`config.mk`:
```
export PLATFORM = sky130hd
export DESIGN_NAME = aro_port
export DESIGN_NICKNAME = d
export VERILOG_FILES = /design/src/shared/aro_pkg.sv /design/src/logic/aro_port.sv
export SDC_FILE = /design/constraint.sdc
export NUM_CORES = 1
export LEC_CHECK = 0
export BUFFER_PORTS_ARGS = -buffer_cell sky130_fd_sc_hd__buf_2
export CAP_MARGIN = 20
export CORE_ASPECT_RATIO = 0.9
export CORE_MARGIN = 8
export CORE_UTILIZATION = 30
export CTS_CLUSTER_SIZE = 8
export DETAILED_ROUTE_END_ITERATION = 16
export PLACE_DENSITY = 0.5
export RECOVER_POWER = 50
export SLEW_MARGIN = 20
export SYNTH_ARGS = -nofsm -noshare
export SYNTH_HDL_FRONTEND = slang
export SYNTH_SLANG_ARGS = --single-unit
```
`constraint.sdc`:
```
create_clock -name mclk_in -period 1.9 [get_ports mclk_in]
set_input_delay 0.38 -clock mclk_in [delete_from_list [all_inputs] [get_ports mclk_in]]
set_output_delay 0.38 -clock mclk_in [all_outputs]
set_load 0.03 [all_outputs]
```
`src/shared/aro_pkg.sv`:
```
// Constants for the converter result output port: frame layout, widths,
// reset values. Assumes a single 250 MHz system clock domain.
package aro_pkg;
  localparam int RES_BITS = 12;            // Result word width
  localparam int LEAD_ZEROS = 4;           // Zero bits ahead of the result
  localparam int FRAME_BITS = 16;          // Bits in one serial frame
  localparam int SYNC_W = 5;               // Synchronised pin count
  // Positions of the synchronised pins
  localparam int SY_MODE = 0;
  localparam int SY_SCLK = 1;
  localparam int SY_FS = 2;
  localparam int SY_RD = 3;
  localparam int SY_CS = 4;
  // Rising clock edges needed to walk a frame down to its last bit
  localparam logic [3:0] LAST_SHIFT = 4'hf;
  // Values after reset
  localparam logic [RES_BITS-1:0] RES_RST = 12'h000;
  localparam logic [FRAME_BITS-1:0] SHIFT_RST = 16'h0000;
  // Pins idle high; mode reads parallel, so with read high every pin floats
  // until the real strap has come through the synchroniser
  localparam logic [SYNC_W-1:0] SYNC_RST = 5'h1f;
  localparam logic [1:0] TEST_RST = 2'h0;  // Test pins tied low
  typedef enum logic {ARO_IDLE, ARO_SHIFT} aro_frame_t;
endpackage : aro_pkg

```
`src/logic/aro_port.sv`:
```
// Result output port of a 12-bit converter: three-state parallel word or
// 16-bit serial frame clocked by the host.
// Assumes the converter core hands over results on mclk_in with a pulse;
// all pins are asynchronous to mclk_in and are synchronised here.
`timescale 1ns/1ns
`default_nettype none
module aro_port #(
  parameter bit BIPOLAR = 1'b1             // 1: bipolar range variant
) (
  // Clock and reset
  input wire logic mclk_in,
  input wire logic nrst_in,
  // Converter core side
  input wire logic [aro_pkg::RES_BITS-1:0] result_in,
  input wire logic result_valid_in,
  // Host control pins
  input wire logic interface_select_in,
  input wire logic serial_clock_in,
  input wire logic frame_sync_in,
  input wire logic read_n_in,
  input wire logic chip_select_n_in,
  // Test pins in serial mode, read back only
  input wire logic top_bit_test_in,
  input wire logic second_bit_test_in,
  // Shared data pins, enables low while driving
  output logic top_bit_or_test_pin_out,
  output logic top_bit_or_test_pin_oe_n_out,
  output logic second_bit_or_test_pin_out,
  output logic second_bit_or_test_pin_oe_n_out,
  output logic result_bit_nine_out,
  output logic result_bit_eight_out,
  output logic result_bit_seven_out,
  output logic result_bit_six_out,
  output logic [3:0] result_nine_six_oe_n_out,
  output logic bit_five_or_serial_out,
  output logic bit_five_or_serial_oe_n_out,
  output logic [4:0] result_low_out,
  output logic [4:0] result_low_oe_n_out
);
  import aro_pkg::*;

  // Reset release synchroniser
  logic rst_meta;
  logic rst_n;
  // Pin synchronisers: first stage feeds only the second
  logic [SYNC_W-1:0] sync_meta;
  logic [SYNC_W-1:0] sync_pin;
  logic sclk_prev;                         // Last synchronised serial clock
  // Test pin synchroniser; the host straps these pins, never this block
  logic [1:0] test_meta;
  logic [1:0] test_sync;
  // Held result and frame state
  logic [RES_BITS-1:0] held;
  logic [FRAME_BITS-1:0] shift;
  logic [3:0] shift_cnt;
  aro_frame_t frame;
  // Registered pin drive
  logic [RES_BITS-1:0] pin_data;
  logic [RES_BITS-1:0] pin_oe_n;
  // Next values
  logic [RES_BITS-1:0] next_held;
  logic [FRAME_BITS-1:0] next_shift;
  logic [3:0] next_shift_cnt;
  aro_frame_t next_frame;
  logic [RES_BITS-1:0] next_pin_data;
  logic [RES_BITS-1:0] next_pin_oe_n;
  // Decoded conditions
  logic parallel_mode;
  logic sclk_rise;
  logic fs_low;
  logic test_pins_high;                    // Host has broken the tie-low

  // Core hands natural binary; bipolar parts flip the sign bit
  // Unipolar parts pass the word on untouched as natural binary
  function automatic logic [RES_BITS-1:0] encode(input logic [RES_BITS-1:0] raw);
    encode = BIPOLAR ? {~raw[RES_BITS-1], raw[RES_BITS-2:0]} : raw;
  endfunction : encode

  // Reset release through two flip-flops
  // Assertion is immediate; release waits two edges so that every flop
  // leaves reset on the same clock and none sees a runt release
  always_ff @(posedge mclk_in or negedge nrst_in) begin
    if (!nrst_in) begin
      rst_meta <= 1'b0;
      rst_n <= 1'b0;
    end else begin
      rst_meta <= 1'b1;
      rst_n <= rst_meta;
    end
  end

  // Pin synchronisers and serial clock history
  // The host clock is sampled, not used as a clock: each of its phases
  // must last at least two mclk_in periods or an edge is lost
  always_ff @(posedge mclk_in or negedge rst_n) begin
    if (!rst_n) begin
      sync_meta <= SYNC_RST;
      sync_pin <= SYNC_RST;
      sclk_prev <= 1'b1;
    end else begin
      sync_meta <= {chip_select_n_in, read_n_in, frame_sync_in,
                    serial_clock_in, interface_select_in};
      sync_pin <= sync_meta;
      sclk_prev <= sync_pin[SY_SCLK];
    end
  end

  // Test pins come from outside as well, so they take the same two
  // stages before any decode may look at them
  always_ff @(posedge mclk_in or negedge rst_n) begin
    if (!rst_n) begin
      test_meta <= TEST_RST;
      test_sync <= TEST_RST;
    end else begin
      test_meta <= {top_bit_test_in, second_bit_test_in};
      test_sync <= test_meta;
    end
  end

  // Decodes from synchronised pins only
  always_comb begin
    parallel_mode = sync_pin[SY_MODE];
    // Rising edge of the host clock as seen behind the synchroniser
    sclk_rise = sync_pin[SY_SCLK] & ~sclk_prev;
    fs_low = ~sync_pin[SY_FS];
    // Visible for debug only; these pins are the host's to hold low.
    // Nothing acts on it: a broken tie-low is a board fault, not a mode.
    test_pins_high = ~parallel_mode & (|test_sync);
  end

  // Next result, frame and pin values
  always_comb begin
    next_held = held;
    next_shift = shift;
    next_shift_cnt = shift_cnt;
    next_frame = frame;
    next_pin_data = pin_data;
    next_pin_oe_n = {RES_BITS{1'b1}};
    // A new result is taken at once; a frame in flight keeps its copy
    if (result_valid_in) begin
      next_held = encode(result_in);
    end
    // The counter stops at the last bit, so host edges beyond the
    // fifteenth leave bit 0 on the line instead of wrapping round
    case (frame)
      ARO_IDLE: begin
        // Frame sync falling loads zeros ahead of the result
        if (!parallel_mode && fs_low) begin
          next_shift = {{LEAD_ZEROS{1'b0}}, held};
          next_shift_cnt = 4'h0;
          next_frame = ARO_SHIFT;
        end
      end
      ARO_SHIFT: begin
        if (parallel_mode || !fs_low) begin
          // Frame ended by sync rising or a mode change
          // A cut frame is not resumed: the next sync low reloads from
          // the newest held result
          next_frame = ARO_IDLE;
        end else if (sclk_rise && shift_cnt != LAST_SHIFT) begin
          // Each rising edge moves the next bit up, MSB first
          next_shift = {shift[FRAME_BITS-2:0], 1'b0};
          next_shift_cnt = shift_cnt + 4'h1;
        end
      end
      default: begin
        next_frame = ARO_IDLE;
      end
    endcase
    if (parallel_mode) begin
      // Data follows the held word even while floating, so a read that
      // opens the drivers never shows a stale word
      next_pin_data = held;
      // Three-state word, driven only under read and select
      if (!sync_pin[SY_RD] && !sync_pin[SY_CS]) begin
        next_pin_oe_n = {RES_BITS{1'b0}};
      end
    end else begin
      // Serial: only the bit-5 pin drives; 11..6 and 4..0 float
      next_pin_data = {RES_BITS{1'b0}};
      next_pin_data[5] = next_shift[FRAME_BITS-1];
      next_pin_oe_n[5] = 1'b0;
    end
  end

  // State registers
  // Reset floats every pin and clears the held word
  always_ff @(posedge mclk_in or negedge rst_n) begin
    if (!rst_n) begin
      held <= RES_RST;
      shift <= SHIFT_RST;
      shift_cnt <= 4'h0;
      frame <= ARO_IDLE;
      pin_data <= RES_RST;
      pin_oe_n <= {RES_BITS{1'b1}};
    end else begin
      held <= next_held;
      shift <= next_shift;
      shift_cnt <= next_shift_cnt;
      frame <= next_frame;
      pin_data <= next_pin_data;
      pin_oe_n <= next_pin_oe_n;
    end
  end

  // Pin mapping straight from the drive registers
  // Pure wiring: every output still comes straight from a flip-flop
  always_comb begin
    top_bit_or_test_pin_out = pin_data[11];
    top_bit_or_test_pin_oe_n_out = pin_oe_n[11];
    second_bit_or_test_pin_out = pin_data[10];
    second_bit_or_test_pin_oe_n_out = pin_oe_n[10];
    result_bit_nine_out = pin_data[9];
    result_bit_eight_out = pin_data[8];
    result_bit_seven_out = pin_data[7];
    result_bit_six_out = pin_data[6];
    result_nine_six_oe_n_out = pin_oe_n[9:6];
    bit_five_or_serial_out = pin_data[5];
    bit_five_or_serial_oe_n_out = pin_oe_n[5];
    result_low_out = pin_data[4:0];
    result_low_oe_n_out = pin_oe_n[4:0];
  end
endmodule : aro_port
`default_nettype wire

```
# --- After elaboration in Yosys (flattened, before gate mapping) ---
# Cells that the tools add are included.
totals:
  ff_bits: 70
  out_inout_bits: 24
  inputBits: 22
  wordCells: 46
classes:
  eq_ne: 4
  muxes: 16
  bitwise_logic: 5
  n_reduce_logical: 8
  addsub: 1
op_table:
  columns: ["op", "count"]
  rows:
  - ["2-to-1 mux 16 bit", 3]
  - ["one-hot mux 16 bit (2 select lines)", 1]
  - ["2-to-1 mux 12 bit", 2]
  - ["2-to-1 mux 4 bit", 3]
  - ["one-hot mux 4 bit (2 select lines)", 1]
  - ["2-to-1 mux 6 bit", 1]
  - ["2-to-1 mux 5 bit", 1]
  - ["adder 4 x 1 -> 4 bit (second input constant)", 1]
  - ["!= test 2 bit (second input constant)", 2]
  - ["!= test 4 bit (second input constant)", 1]
  - ["NOT 1 bit", 4]
  - ["logical AND 1 bit", 3]
  - ["zero test 1 bit", 3]
  - ["2-to-1 mux 1 bit", 3]
  - ["AND reduction 3 bit", 1]
  - ["!= test 2 x 1 -> 1 bit (second input constant)", 1]
  - ["one-hot mux 1 bit (2 select lines)", 1]
  - ["bitwise AND 1 bit", 1]
  - ["logical OR 1 bit", 1]

# --- Depth between registers and ports, before layout ---
# Gate-level depths: netlist of the first run.
depth:
  depth_word: 7
  depth_mapped: 7
  depth_no_buf: 5

# --- Least setup slack after synthesis of the first run ---
# No wires, ideal clock.
synth_timing:
  path_kind: "register to register"
  startpoint: "register shift_cnt[0]"
  endpoint: "register shift[10]"
  n_path_buf: 2
  required_time_ns: 1.773
  path_stages_with_launch: 8
  synth_period_minus_slack_ns: 1.601
  setup_time_ns: 0.127
  path_slack_ns: 0.299
  t_arrival_ns: 1.474
  path_cell_list: "dfrtp_1 ha_1 nand3_1 and3_1 buf_6 buf_4 a222oi_1 inv_1"
synth_via:
  elab_chain_cells: 4
synth_lines:
  columns: ["element", "line", "text"]
  rows:
  - ["from (decl)", "aro_port.sv:55", "logic [3:0] shift_cnt;"]
  - ["from (signal assigned)", "aro_port.sv:199", "shift_cnt <= next_shift_cnt;"]
  - ["!= test 4 bit", "aro_port.sv:160", "end else if (sclk_rise && shift_cnt != LAST_SHIFT) begin"]
  - ["logical AND 1 bit", "aro_port.sv:160", null]
  - ["!= test 2 x 1 -> 1 bit (no line)", null, null]
  - ["AND reduction 3 bit (no line)", null, null]
  - ["to (signal assigned)", "aro_port.sv:198", "shift <= next_shift;"]
  - ["to (decl)", "aro_port.sv:54", "logic [FRAME_BITS-1:0] shift;"]
# Every way passes these cells.
# A chain may end at the register's enable or synchronous reset.

# --- Final worst setup path of the first run ---
# Ends and elaborated chain as after synthesis.

==> results of run 1 <==
==> how the worst max path moves through the flow <==
stage | end | slack, ns | from
3_3_place_gp | pin_data[5] | 0.17 | sync_pin[1]
6_report | shift[10] | 0.18 | shift_cnt[0]
2_1_floorplan | frame | 0.13 | rst_n
4_1_cts | shift_cnt[2] | 0.12 | sync_pin[0]
3_5_place_dp | shift_cnt[2] | 0.14 | sync_pin[0]
5_1_grt | shift[6] | 0.03 | shift_cnt[0]
==> stage by stage <==
stage	cells	hold slack, ns	power, uW	instance area [um^2]	setup WS [ns]
after floorplan	156	0.0844	1690	2230	0.128
after global placement	284	0.166	1780	2500	0.169
after detailed placement	284	0.170	1780	2500	0.136
after CTS	301	0.126	2980	2720	0.121
after global routing	301	0.131	3070	2710	0.0295
final	301	0.144	2930	2710	0.181
==> where the power goes <==
part	leakage, uW	switching [uW]	total (uW)	internal, uW
Combinational	0.000474	167	283	115
Sequential	0.000728	67.1	1470	1400
Clock	0.000104	458	1170	715
Total	0.00131	692	2930	2230
==> layout make-up <==
class                      count  area [um^2]
tap                           96          120
sequential                    60         1520
clock buffer                  15          176
clock inverter                 1         30.0
timing repair buffer          50          267
fill                         751         4640
multi-input combinational     66          553
inverter                      13         48.8
==> kinds of logic after synthesis <==
logic type | Yosys count | share of synthesized area, %
flops | 60 | 68.1
buf+inv | 30 | 7.64
simple gates | 27 | 7.41
compound gates | 23 | 9.32
mux | 12 | 6.01
xor+xnor | 2 | 0.786
fa+ha+maj | 1 | 0.561
other cells | 1 | 0.168
==> timing repair <==
action | CTS | global route
gates resized for setup | 0 | 3
setup endpoints to repair | 0 | 2
hold buffers | 1 | 0
endpoints found under the hold margin | 2 | 0
==> synthesized netlist by cell type, types with 2 or more instances <==
cell,count,area [um^2]
clkbuf_1,2,7.51
mux2_2,11,124
buf_4,11,82.6
and2_1,11,68.8
a22o_1,5,43.8
nand3_1,2,10.0
buf_6,2,22.5
dfstp_2,13,342
and3_1,2,12.5
o21ai_0,2,10.0
inv_1,13,48.8
xor2_1,2,17.5
nand2_1,4,15.0
nor2_1,5,18.8
dfrtp_1,47,1180
a222oi_1,11,110
==> layer usage <==
metal | global-route usage, % | part of all wire [%] | wire [um] | vias up
li1 | - | - | - | 618
met1 | 10.4 | 45 | 1830 | 632
met2 | 11.6 | 43 | 1730 | 44
met3 | 2.90 | 8.5 | 346 | 11
met4 | 7.78 | 3.8 | 154 | 0
met5 | 0 | 0 | 0 | -
==> sequential cells by signal, summed over array words and instances (netlist names) <==
register / cells
shift: 16
held: 12
pin_data: 12
sync_meta: 5
sync_pin: 5
shift_cnt: 4
pin_oe_n: 2
frame: 1
rst_meta: 1
rst_n: 1
sclk_prev: 1
==> worst max-delay path, stage by stage (launching register included) <==
cell,delay (ns)
dfrtp_1,0.39
ha_1,0.20
nand3_1,0.21
and3_4,0.29
buf_4,0.17
a222oi_1,0.27
inv_1,0.08
==> metrics.md, run 1 <==
| Metric | Value |
|---|---|
| Critical path arrival | `1.93 ns` |
| Reg-to-reg startpoint | `shift_cnt[0]` |
| Worst-Margin Slew | `1.25 ns` |
| Max-slew violations | `0` |
| Die Width | `107 um` |
| CTS tree | `built` |
| Synth Flop Type | `dfrtp_1` |
| Worst vdd ir | `0.333 mV` |
| Leakage | `0.00131 uW` |
| Pin count of the biggest net entering global routing | `59` |
| Area grow syn2layout | `21.8%` |
| Post-Route WL | `4.06 mm` |
| Final hold vios | `0` |
| Post-synthesis cell area | `2230 um^2` |
| Site Rows | `30` |
| Clk sinks | `60` |
| Die Y | `97.8 um` |
| CTS Buffer Depth | `2` |
| IO buf count | `43` |
| Later-pin clock latency in the skew report | `0.33 ns` |
| Pwr dens | `1080 nW/um^2` |
| Leading cell type in the layout, fill and taps excluded | `dfrtp_1` |
| CP Max Fanout | `9` |
| Ports | `46` |
| Final worst path period share | `90.5%` |
| Flop2flop setup slack | `0.18 ns` |
| Clock-pin slew on the worst setup and hold paths | `0.06 ns` |
| Pre-antenna DRT Iters | `5` |
| Hold WC Path Type | `input port to flip-flop` |
| Core box area | `7360 um^2` |
| Yosys Warn Count | `0` |
| Crit. End Element | `flip-flop` |
| Inserted Diodes | `0` |
| Most frequent cells in the layout | `dfrtp_1 (46), buf_2 (43), inv_1 (13)` |
| Overall Global Routing Usage | `8.54%` |
| Synthesized Nets | `179` |
| DR iter-0 viols | `96` |
| Max_slew headroom | `16.4%` |
| WS Path Type | `flip-flop to flip-flop` |
| Antenna-violating nets left | `0` |
| DP Wirelength | `2.66 mm` |
| # H-tree levels | `3` |
| Min Tclk post-route | `1.72 ns` |
| Syn Inst Count | `156` |
| WHS Endpoint | `sync_meta[0]` |
| Count of final setup violators | `0` |
| Synthesis-stage register bit count | `60` |
| Total grt overflow | `0` |
| Worst reg-to-reg path cell count | `6` |
| Layout Nets | `223` |
| CTS Buf Count | `9` |
| Die ar. | `10400 um^2` |
| Routed vias/inst | `4.34` |
| Cell variety after synth | `29` |
| Root buffer cell | `clkbuf_8` |
| Initial antenna violation count | `0` |
| Fmax | `0.582 GHz` |
| GP Congestion | `0.720` |
| EDFF count, synth | `0` |
| Vias in the first global route | `1396` |
| Drt wl/cell | `13.5 um` |
| DR vias | `1305` |
| Outcome | `complete, no violations` |
| Setup_tns | `0 ns` |
| RSZ-0062 raised after global routing | `false` |
| Residual DRC | `0` |
| Seq/Total Area, Yosys | `68.1%` |
| Post-route core utilization | `36.9%` |
| Ys async rst share | `100%` |
| Clk_skew | `0.00790 ns` |
| Hold Path Depth | `1` |
| CP Launch Type | `flip-flop` |
| Worst hold path startpoint | `interface_select_in` |
| Worst Path Required | `2.11 ns` |
| FF-to-FF End | `shift[10]` |
| First-pass GRT wire length | `6.89 mm` |
| Number of setup buffers added after CTS | `0` |
| Mean Syn Cell Area | `14.3 um^2` |
| Max-capacitance violation count | `0` |
| Proportion of layout cells with a drive suffix above 1 | `43.9%` |
| Initial core utilization | `30.3%` |
Power figures use the tool's default switching activity.
==> inputs of run 2 (changes only) <==
--- a/config.mk
+++ b/config.mk
@@ -7,7 +7,7 @@
 export LEC_CHECK = 0
 export BUFFER_PORTS_ARGS = -buffer_cell sky130_fd_sc_hd__buf_2
 export CAP_MARGIN = 20
-export CORE_ASPECT_RATIO = 0.9
+export CORE_ASPECT_RATIO = 0.8
 export CORE_MARGIN = 8
 export CORE_UTILIZATION = 30
 export CTS_CLUSTER_SIZE = 8
==> metrics.md, run 2 (same netlist as run 1, synthesis figures left out) <==
| Metric | Value |
|---|---|
| # fillers | `734 (was 751)` |
| Most frequent cells in the layout | `dfrtp_1 (46), buf_2 (42), inv_1 (13) (was dfrtp_1 (46), buf_2 (43), inv_1 (13))` |
| CP Cell Sequence | `buf_6 -> nor4b_4 -> and3_1 -> mux2i_1 -> nor2_1 (was ha_1 -> nand3_1 -> and3_4 -> buf_4 -> a222oi_1 -> inv_1)` |
| Max-slew violations | `0 (unchanged)` |
| Final hold vios | `0 (unchanged)` |
| Fin area | `2710 um^2 (about the same)` |
| Pwr dens | `1070 nW/um^2 (was 1080 nW/um^2)` |
| Area grow syn2layout | `21.7% (was 21.8%)` |
| Residual DRC | `0 (unchanged)` |
| Clk_skew | `0.0101 ns (was 0.00790 ns)` |
| Max-capacitance violation count | `0 (unchanged)` |
| # H-tree levels | `3 (unchanged)` |
| Clock-pin slew on the worst setup and hold paths | `0.07 ns (was 0.06 ns)` |
| Pin count of the biggest net entering global routing | `59 (unchanged)` |
| WP buf/inv | `1 (was 2)` |
| Drt wl/cell | `14.0 um (was 13.5 um)` |
| WS Path Type | `flip-flop to flip-flop (unchanged)` |
| Clk sinks | `60 (unchanged)` |
| Root buffer cell | `clkbuf_8 (unchanged)` |
| CP Max Fanout | `18 (was 9)` |
| DP Wirelength | `2.68 mm (was 2.66 mm)` |
| Min Tclk post-route | `1.73 ns (was 1.72 ns)` |
| Layout Nets | `225 (was 223)` |
| Final worst path period share | `91.2% (was 90.5%)` |
| Share of power burned in registers | `50.7% (was 50.3%)` |
| IO buf count | `43 (unchanged)` |
| DR top layer | `met4 (unchanged)` |
| Die ar. | `10500 um^2 (was 10400 um^2)` |
| DRT met1 WL | `1.90 mm (was 1.83 mm)` |
| Site Rows | `28 (was 30)` |
| Post-route core utilization | `37.2% (was 36.9%)` |
| DR iter-0 viols | `83 (was 96)` |
| Post-Route WL | `4.15 mm (was 4.06 mm)` |
| Pre-antenna DRT Iters | `4 (was 5)` |
| Worst-Margin Slew | `1.41 ns (was 1.25 ns)` |
| Inserted Diodes | `0 (unchanged)` |
| First-pass GRT wire length | `6.93 mm (was 6.89 mm)` |
| NetSw | `768 uW (was 692 uW)` |
| CTS Buf Count | `9 (unchanged)` |
| Initial antenna violation count | `0 (unchanged)` |
| Worst vdd ir | `0.390 mV (was 0.333 mV)` |
| CP max stage delay | `0.40 ns (was 0.39 ns)` |
| Overall Global Routing Usage | `8.57% (was 8.54%)` |
| Critical path arrival | `1.92 ns (was 1.93 ns)` |
| GP Congestion | `0.686 (was 0.720)` |
| CTS tree | `built (unchanged)` |
| Fmax | `0.577 GHz (was 0.582 GHz)` |
| Comb pwr share | `10.0% (was 9.7%)` |
| Worst Hold Slack | `0.138 ns (was 0.144 ns)` |
| Ports | `46 (unchanged)` |
| DR vias | `1332 (was 1305)` |
| Vias in the first global route | `1415 (was 1396)` |
| Reg with most FFs | `shift (unchanged)` |
| Leading cell type in the layout, fill and taps excluded | `dfrtp_1 (unchanged)` |
| Later-pin clock latency in the skew report | `0.34 ns (was 0.33 ns)` |
| RSZ-0062 raised after global routing | `false (unchanged)` |
| Number of flip-flops in the largest register | `16 (unchanged)` |
| Total grt overflow | `0 (unchanged)` |
| Crit. End Element | `flip-flop (unchanged)` |
| Max_slew headroom | `6.31% (was 16.4%)` |
| Worst path top cell family by delay | `simple AND/OR/NAND/NOR gates (unchanged)` |
| Placed Area | `2510 um^2 (was 2500 um^2)` |
| Proportion of layout cells with a drive suffix above 1 | `45.4% (was 43.9%)` |
| Leakage | `0.00131 uW (about the same)` |
| Metal2 WL | `1.94 mm (was 1.73 mm)` |
| Die Y | `93.1 um (was 97.8 um)` |
| Worst Path Required | `2.09 ns (was 2.11 ns)` |
| Core box area | `7290 um^2 (was 7360 um^2)` |
| Antenna-violating nets left | `0 (unchanged)` |
| CTS Buffer Depth | `2 (unchanged)` |
| Int Power | `2130 uW (was 2230 uW)` |
| Hold WC Path Type | `input port to flip-flop (unchanged)` |
| Sw frac | `26.5% (was 23.7%)` |
| Biggest regs | `shift x16, held x12, pin_data x12 (unchanged)` |
| CP Launch Type | `flip-flop (unchanged)` |
| Outcome | `complete, no violations (unchanged)` |
| Initial core utilization | `30.6% (was 30.3%)` |
| Setup_tns | `0 ns (unchanged)` |
| Die Width | `112 um (was 107 um)` |
| Routed vias/inst | `4.48 (was 4.34)` |
| Clock power frac | `39.3% (was 40.1%)` |
| Metal3 WL | `288 um (was 346 um)` |
| Slowest-stage cell, CP | `nor4b_4 (was dfrtp_1)` |
| Count of final setup violators | `0 (unchanged)` |
==> run 2: what timing repair did <==
item                                   CTS  global route
setup endpoints to repair               17             1
cloned                                   0             0
setup buffers                            0             0
hold buffers                             1             0
endpoints found under the hold margin    2             0
resized for setup                        1             1
==> run 2: power by group through the flow <==
stage          Sequential [uW]  Combinational, uW  Clock (uW)
6_report                  1470                290        1140
5_1_grt                   1490                324        1240
4_1_cts                   1470                301        1180
3_5_place_dp              1490                298           0
3_3_place_gp              1490                294           0
2_1_floorplan             1540                154           0
==> run 2: layout make-up <==
cell class	instances	area (um^2)	share of cell area, %
clock buffers	9	124	4.57
clock inverters	7	76.3	2.81
inverters	13	48.8	1.80
multi-input cells	66	547	20.2
flip-flops and latches	60	1520	56.0
well taps	90	113	4.15
repair buffers	52	285	10.5
==> run 2: worst reg2reg max path, stage by stage (launching register included) <==
cell and delay [ns]:
dfstp_2 0.38, buf_6 0.16, nor4b_4 0.40, and3_1 0.28, mux2i_1 0.28, nor2_1 0.08
==> run 2: metal layers <==
layer | global-route usage, % | up-vias
met4 | 3.36 | 0
met1 | 9.80 | 673
met5 | 0 | -
li1 | - | 622
met2 | 12.8 | 33
met3 | 5.28 | 4
==> run 2: path summary, 6_finish.rpt <==
kind | startpoint | endpoint | slack, ns | cells after the start
setup / recovery | sync_pin[0] | shift[15] | 0.17 | 5
hold / removal | interface_select_in | sync_meta[0] | 0.14 | 1
setup reg to reg | sync_pin[0] | shift[15] | 0.17 | 5
hold reg to reg | sync_meta[2] | sync_pin[2] | 0.36 | 0
max in group asynchronous | rst_n | frame | 0.37 | 1
min in group asynchronous | nrst_in | rst_meta | 0.34 | 2
==> run 2: stage by stage <==
stage               setup WS (ns)  instances  power (uW)
floorplan                   0.128        156        1690
global placement          -0.0746        280        1790
detailed placement         -0.113        280        1790
CTS                         0.120        297        2960
global route               0.0110        297        3050
finish                      0.168        297        2900
==> inputs of run 3 (changes only) <==
--- a/config.mk
+++ b/config.mk
@@ -12,7 +12,7 @@
 export CORE_UTILIZATION = 30
 export CTS_CLUSTER_SIZE = 8
 export DETAILED_ROUTE_END_ITERATION = 16
-export PLACE_DENSITY = 0.5
+export PLACE_DENSITY = 0.48
 export RECOVER_POWER = 50
 export SLEW_MARGIN = 20
 export SYNTH_ARGS = -nofsm -noshare
==> constraint.sdc (replaced) <==
create_clock -name mclk_in -period 1.85 [get_ports mclk_in]
set_input_delay 0.37 -clock mclk_in [delete_from_list [all_inputs] [get_ports mclk_in]]
set_output_delay 0.37 -clock mclk_in [all_outputs]
set_load 0.03 [all_outputs]
==> metrics.md, run 3 (same netlist as run 1, synthesis figures left out) <==
| Metric | Value |
|---|---|
| Outcome | `complete, no violations (unchanged)` |
| CP Max Fanout | `6 (was 18)` |
| Most frequent cells in the layout | `dfrtp_1 (47), buf_2 (41), inv_1 (13), dfstp_2 (13), clkbuf_8 (12) (was dfrtp_1 (46), buf_2 (42), inv_1 (13))` |
| IO buf count | `43 (unchanged)` |
| CTS Buffer Depth | `2 (unchanged)` |
| Fmax | `0.579 GHz (was 0.577 GHz)` |
| Min Tclk post-route | `1.73 ns (about the same)` |
| Worst-Margin Slew | `0.729 ns (was 1.41 ns)` |
| Total grt overflow | `0 (unchanged)` |
| Drt wl/cell | `14.1 um (was 14.0 um)` |
| Worst vdd ir | `0.425 mV (was 0.390 mV)` |
| Later-pin clock latency in the skew report | `0.33 ns (was 0.34 ns)` |
| Worst Path Required | `2.06 ns (was 2.09 ns)` |
| CTS Buf Count | `9 (unchanged)` |
| Leakage | `0.00130 uW (was 0.00131 uW)` |
| Biggest regs | `shift x16, held x12, pin_data x12 (unchanged)` |
| Clk sinks | `60 (unchanged)` |
| Routed vias/inst | `4.50 (was 4.48)` |
| CTS tree | `built (unchanged)` |
| Die ar. | `10500 um^2 (unchanged)` |
| WS Path Type | `flip-flop to flip-flop (unchanged)` |
| Placed Area | `2490 um^2 (was 2510 um^2)` |
| Area grow syn2layout | `20.4% (was 21.7%)` |
| Clock-pin slew on the worst setup and hold paths | `0.06 ns (was 0.07 ns)` |
| Antenna-violating nets left | `0 (unchanged)` |
| Site Rows | `28 (unchanged)` |
| DR iter-0 viols | `94 (was 83)` |
| Vias in the first global route | `1459 (was 1415)` |
| DR vias | `1323 (was 1332)` |
| Die Y | `93.1 um (unchanged)` |
| Count of final setup violators | `0 (unchanged)` |
| Residual DRC | `0 (unchanged)` |
| First-pass GRT wire length | `7.09 mm (was 6.93 mm)` |
| Die Width | `112 um (unchanged)` |
| Hold WC Path Type | `input port to flip-flop (unchanged)` |
| Reg with most FFs | `shift (unchanged)` |
| Root buffer cell | `clkbuf_8 (unchanged)` |
| Placed insts | `278 (was 280)` |
| Total Power | `2850 uW (was 2900 uW)` |
| Slowest-stage cell, CP | `dfrtp_1 (was nor4b_4)` |
| Pwr dens | `1060 nW/um^2 (was 1070 nW/um^2)` |
| Leading cell type in the layout, fill and taps excluded | `dfrtp_1 (unchanged)` |
| Proportion of layout cells with a drive suffix above 1 | `45.1% (was 45.4%)` |
| Pre-antenna DRT Iters | `7 (was 4)` |
| # H-tree levels | `3 (unchanged)` |
| CP Launch Type | `flip-flop (unchanged)` |
| Ports | `46 (unchanged)` |
| Clk_skew | `0.00701 ns (was 0.0101 ns)` |
| Flop2flop setup slack | `0.12 ns (was 0.17 ns)` |
| Critical path arrival | `1.94 ns (was 1.92 ns)` |
| Max_slew headroom | `51.4% (was 6.31%)` |
| Final Non-Filler Cells | `294 (was 297)` |
| Number of flip-flops in the largest register | `16 (unchanged)` |
| Pin count of the biggest net entering global routing | `44 (was 59)` |
| Inserted Diodes | `0 (unchanged)` |
| Post-route core utilization | `36.8% (was 37.2%)` |
| GP Congestion | `0.667 (was 0.686)` |
| Initial core utilization | `30.6% (unchanged)` |
| CP Cell Sequence | `ha_1 -> nand3_2 -> and3_2 -> buf_4 -> a222oi_1 -> inv_1 (was buf_6 -> nor4b_4 -> and3_1 -> mux2i_1 -> nor2_1)` |
| Post-Route WL | `4.13 mm (was 4.15 mm)` |
| Initial antenna violation count | `0 (unchanged)` |
| Crit. End Element | `flip-flop (unchanged)` |
| Number of setup buffers added after CTS | `0 (unchanged)` |
| Fin area | `2680 um^2 (was 2710 um^2)` |
| Max-slew violations | `0 (unchanged)` |
| Final hold vios | `0 (unchanged)` |
| Overall Global Routing Usage | `8.75% (was 8.57%)` |
| Final worst path period share | `93.4% (was 91.2%)` |
| Layout Nets | `223 (was 225)` |
| Max-capacitance violation count | `0 (unchanged)` |
| Core box area | `7290 um^2 (unchanged)` |
| CP max stage delay | `0.41 ns (was 0.40 ns)` |
| DP Wirelength | `2.71 mm (was 2.68 mm)` |
run 3: worst max-delay path, delay by kind of cell (launching register included):
family | cells | cell delay (ns)
flip-flops | 1 | 0.41
AO/OA/AOI/OAI | 1 | 0.30
AND/OR/NAND/NOR | 2 | 0.44
adder cells (fa/ha/maj) | 1 | 0.23
buffers and inverters | 2 | 0.24
run 3: area by class of cell:
class,count,area [um^2]
fillers,720,4600
flip-flops and latches,60,1520
multi-input cells,66,558
repair buffers,50,268
clock buffers,13,169
well taps,90,113
inverters,13,48.8
clock inverters,2,10.0
run 3: routing by layer:
layer	global-route usage, %	share of wire (%)	vias to the layer above
met5	0	0	-
met3	6.25	10	6
met4	3.36	1.2	0
met1	10.1	47	650
met2	12.3	41	50
li1	-	-	617
run 3: report_power, final:
| part | internal (uW) | switching, uW |
|---|---|---|
| Clock | 584 | 462 |
| Combinational | 118 | 166 |
| Sequential | 1440 | 77.8 |
| Total | 2140 | 705 |
run 3: repair_timing:
action | 4_1_cts | 5_1_grt
hold endpoints to repair | 2 | 0
hold buffers | 1 | 0
setup endpoints to repair | 0 | 17
gates resized for setup | 0 | 4
run 3: worst paths after layout:
check,start,end,depth (start not counted)
min in group asynchronous,rst_n,frame,0
max in group asynchronous,rst_n,sync_meta[3],1
setup / recovery,shift_cnt[0],shift[7],6
hold reg to reg,rst_n,frame,0
hold / removal,interface_select_in,sync_meta[0],1
setup reg to reg,shift_cnt[0],shift[7],6
run 3: stage by stage:
step,hold slack [ns],worst slack (ns),setup TNS (ns)
2_1_floorplan,0.0744,0.0785,0
3_3_place_gp,0.157,0.0957,0
3_5_place_dp,0.157,0.0803,0
4_1_cts,0.117,0.0579,0
5_1_grt,0.106,-0.0126,-0.0249
6_report,0.137,0.123,0
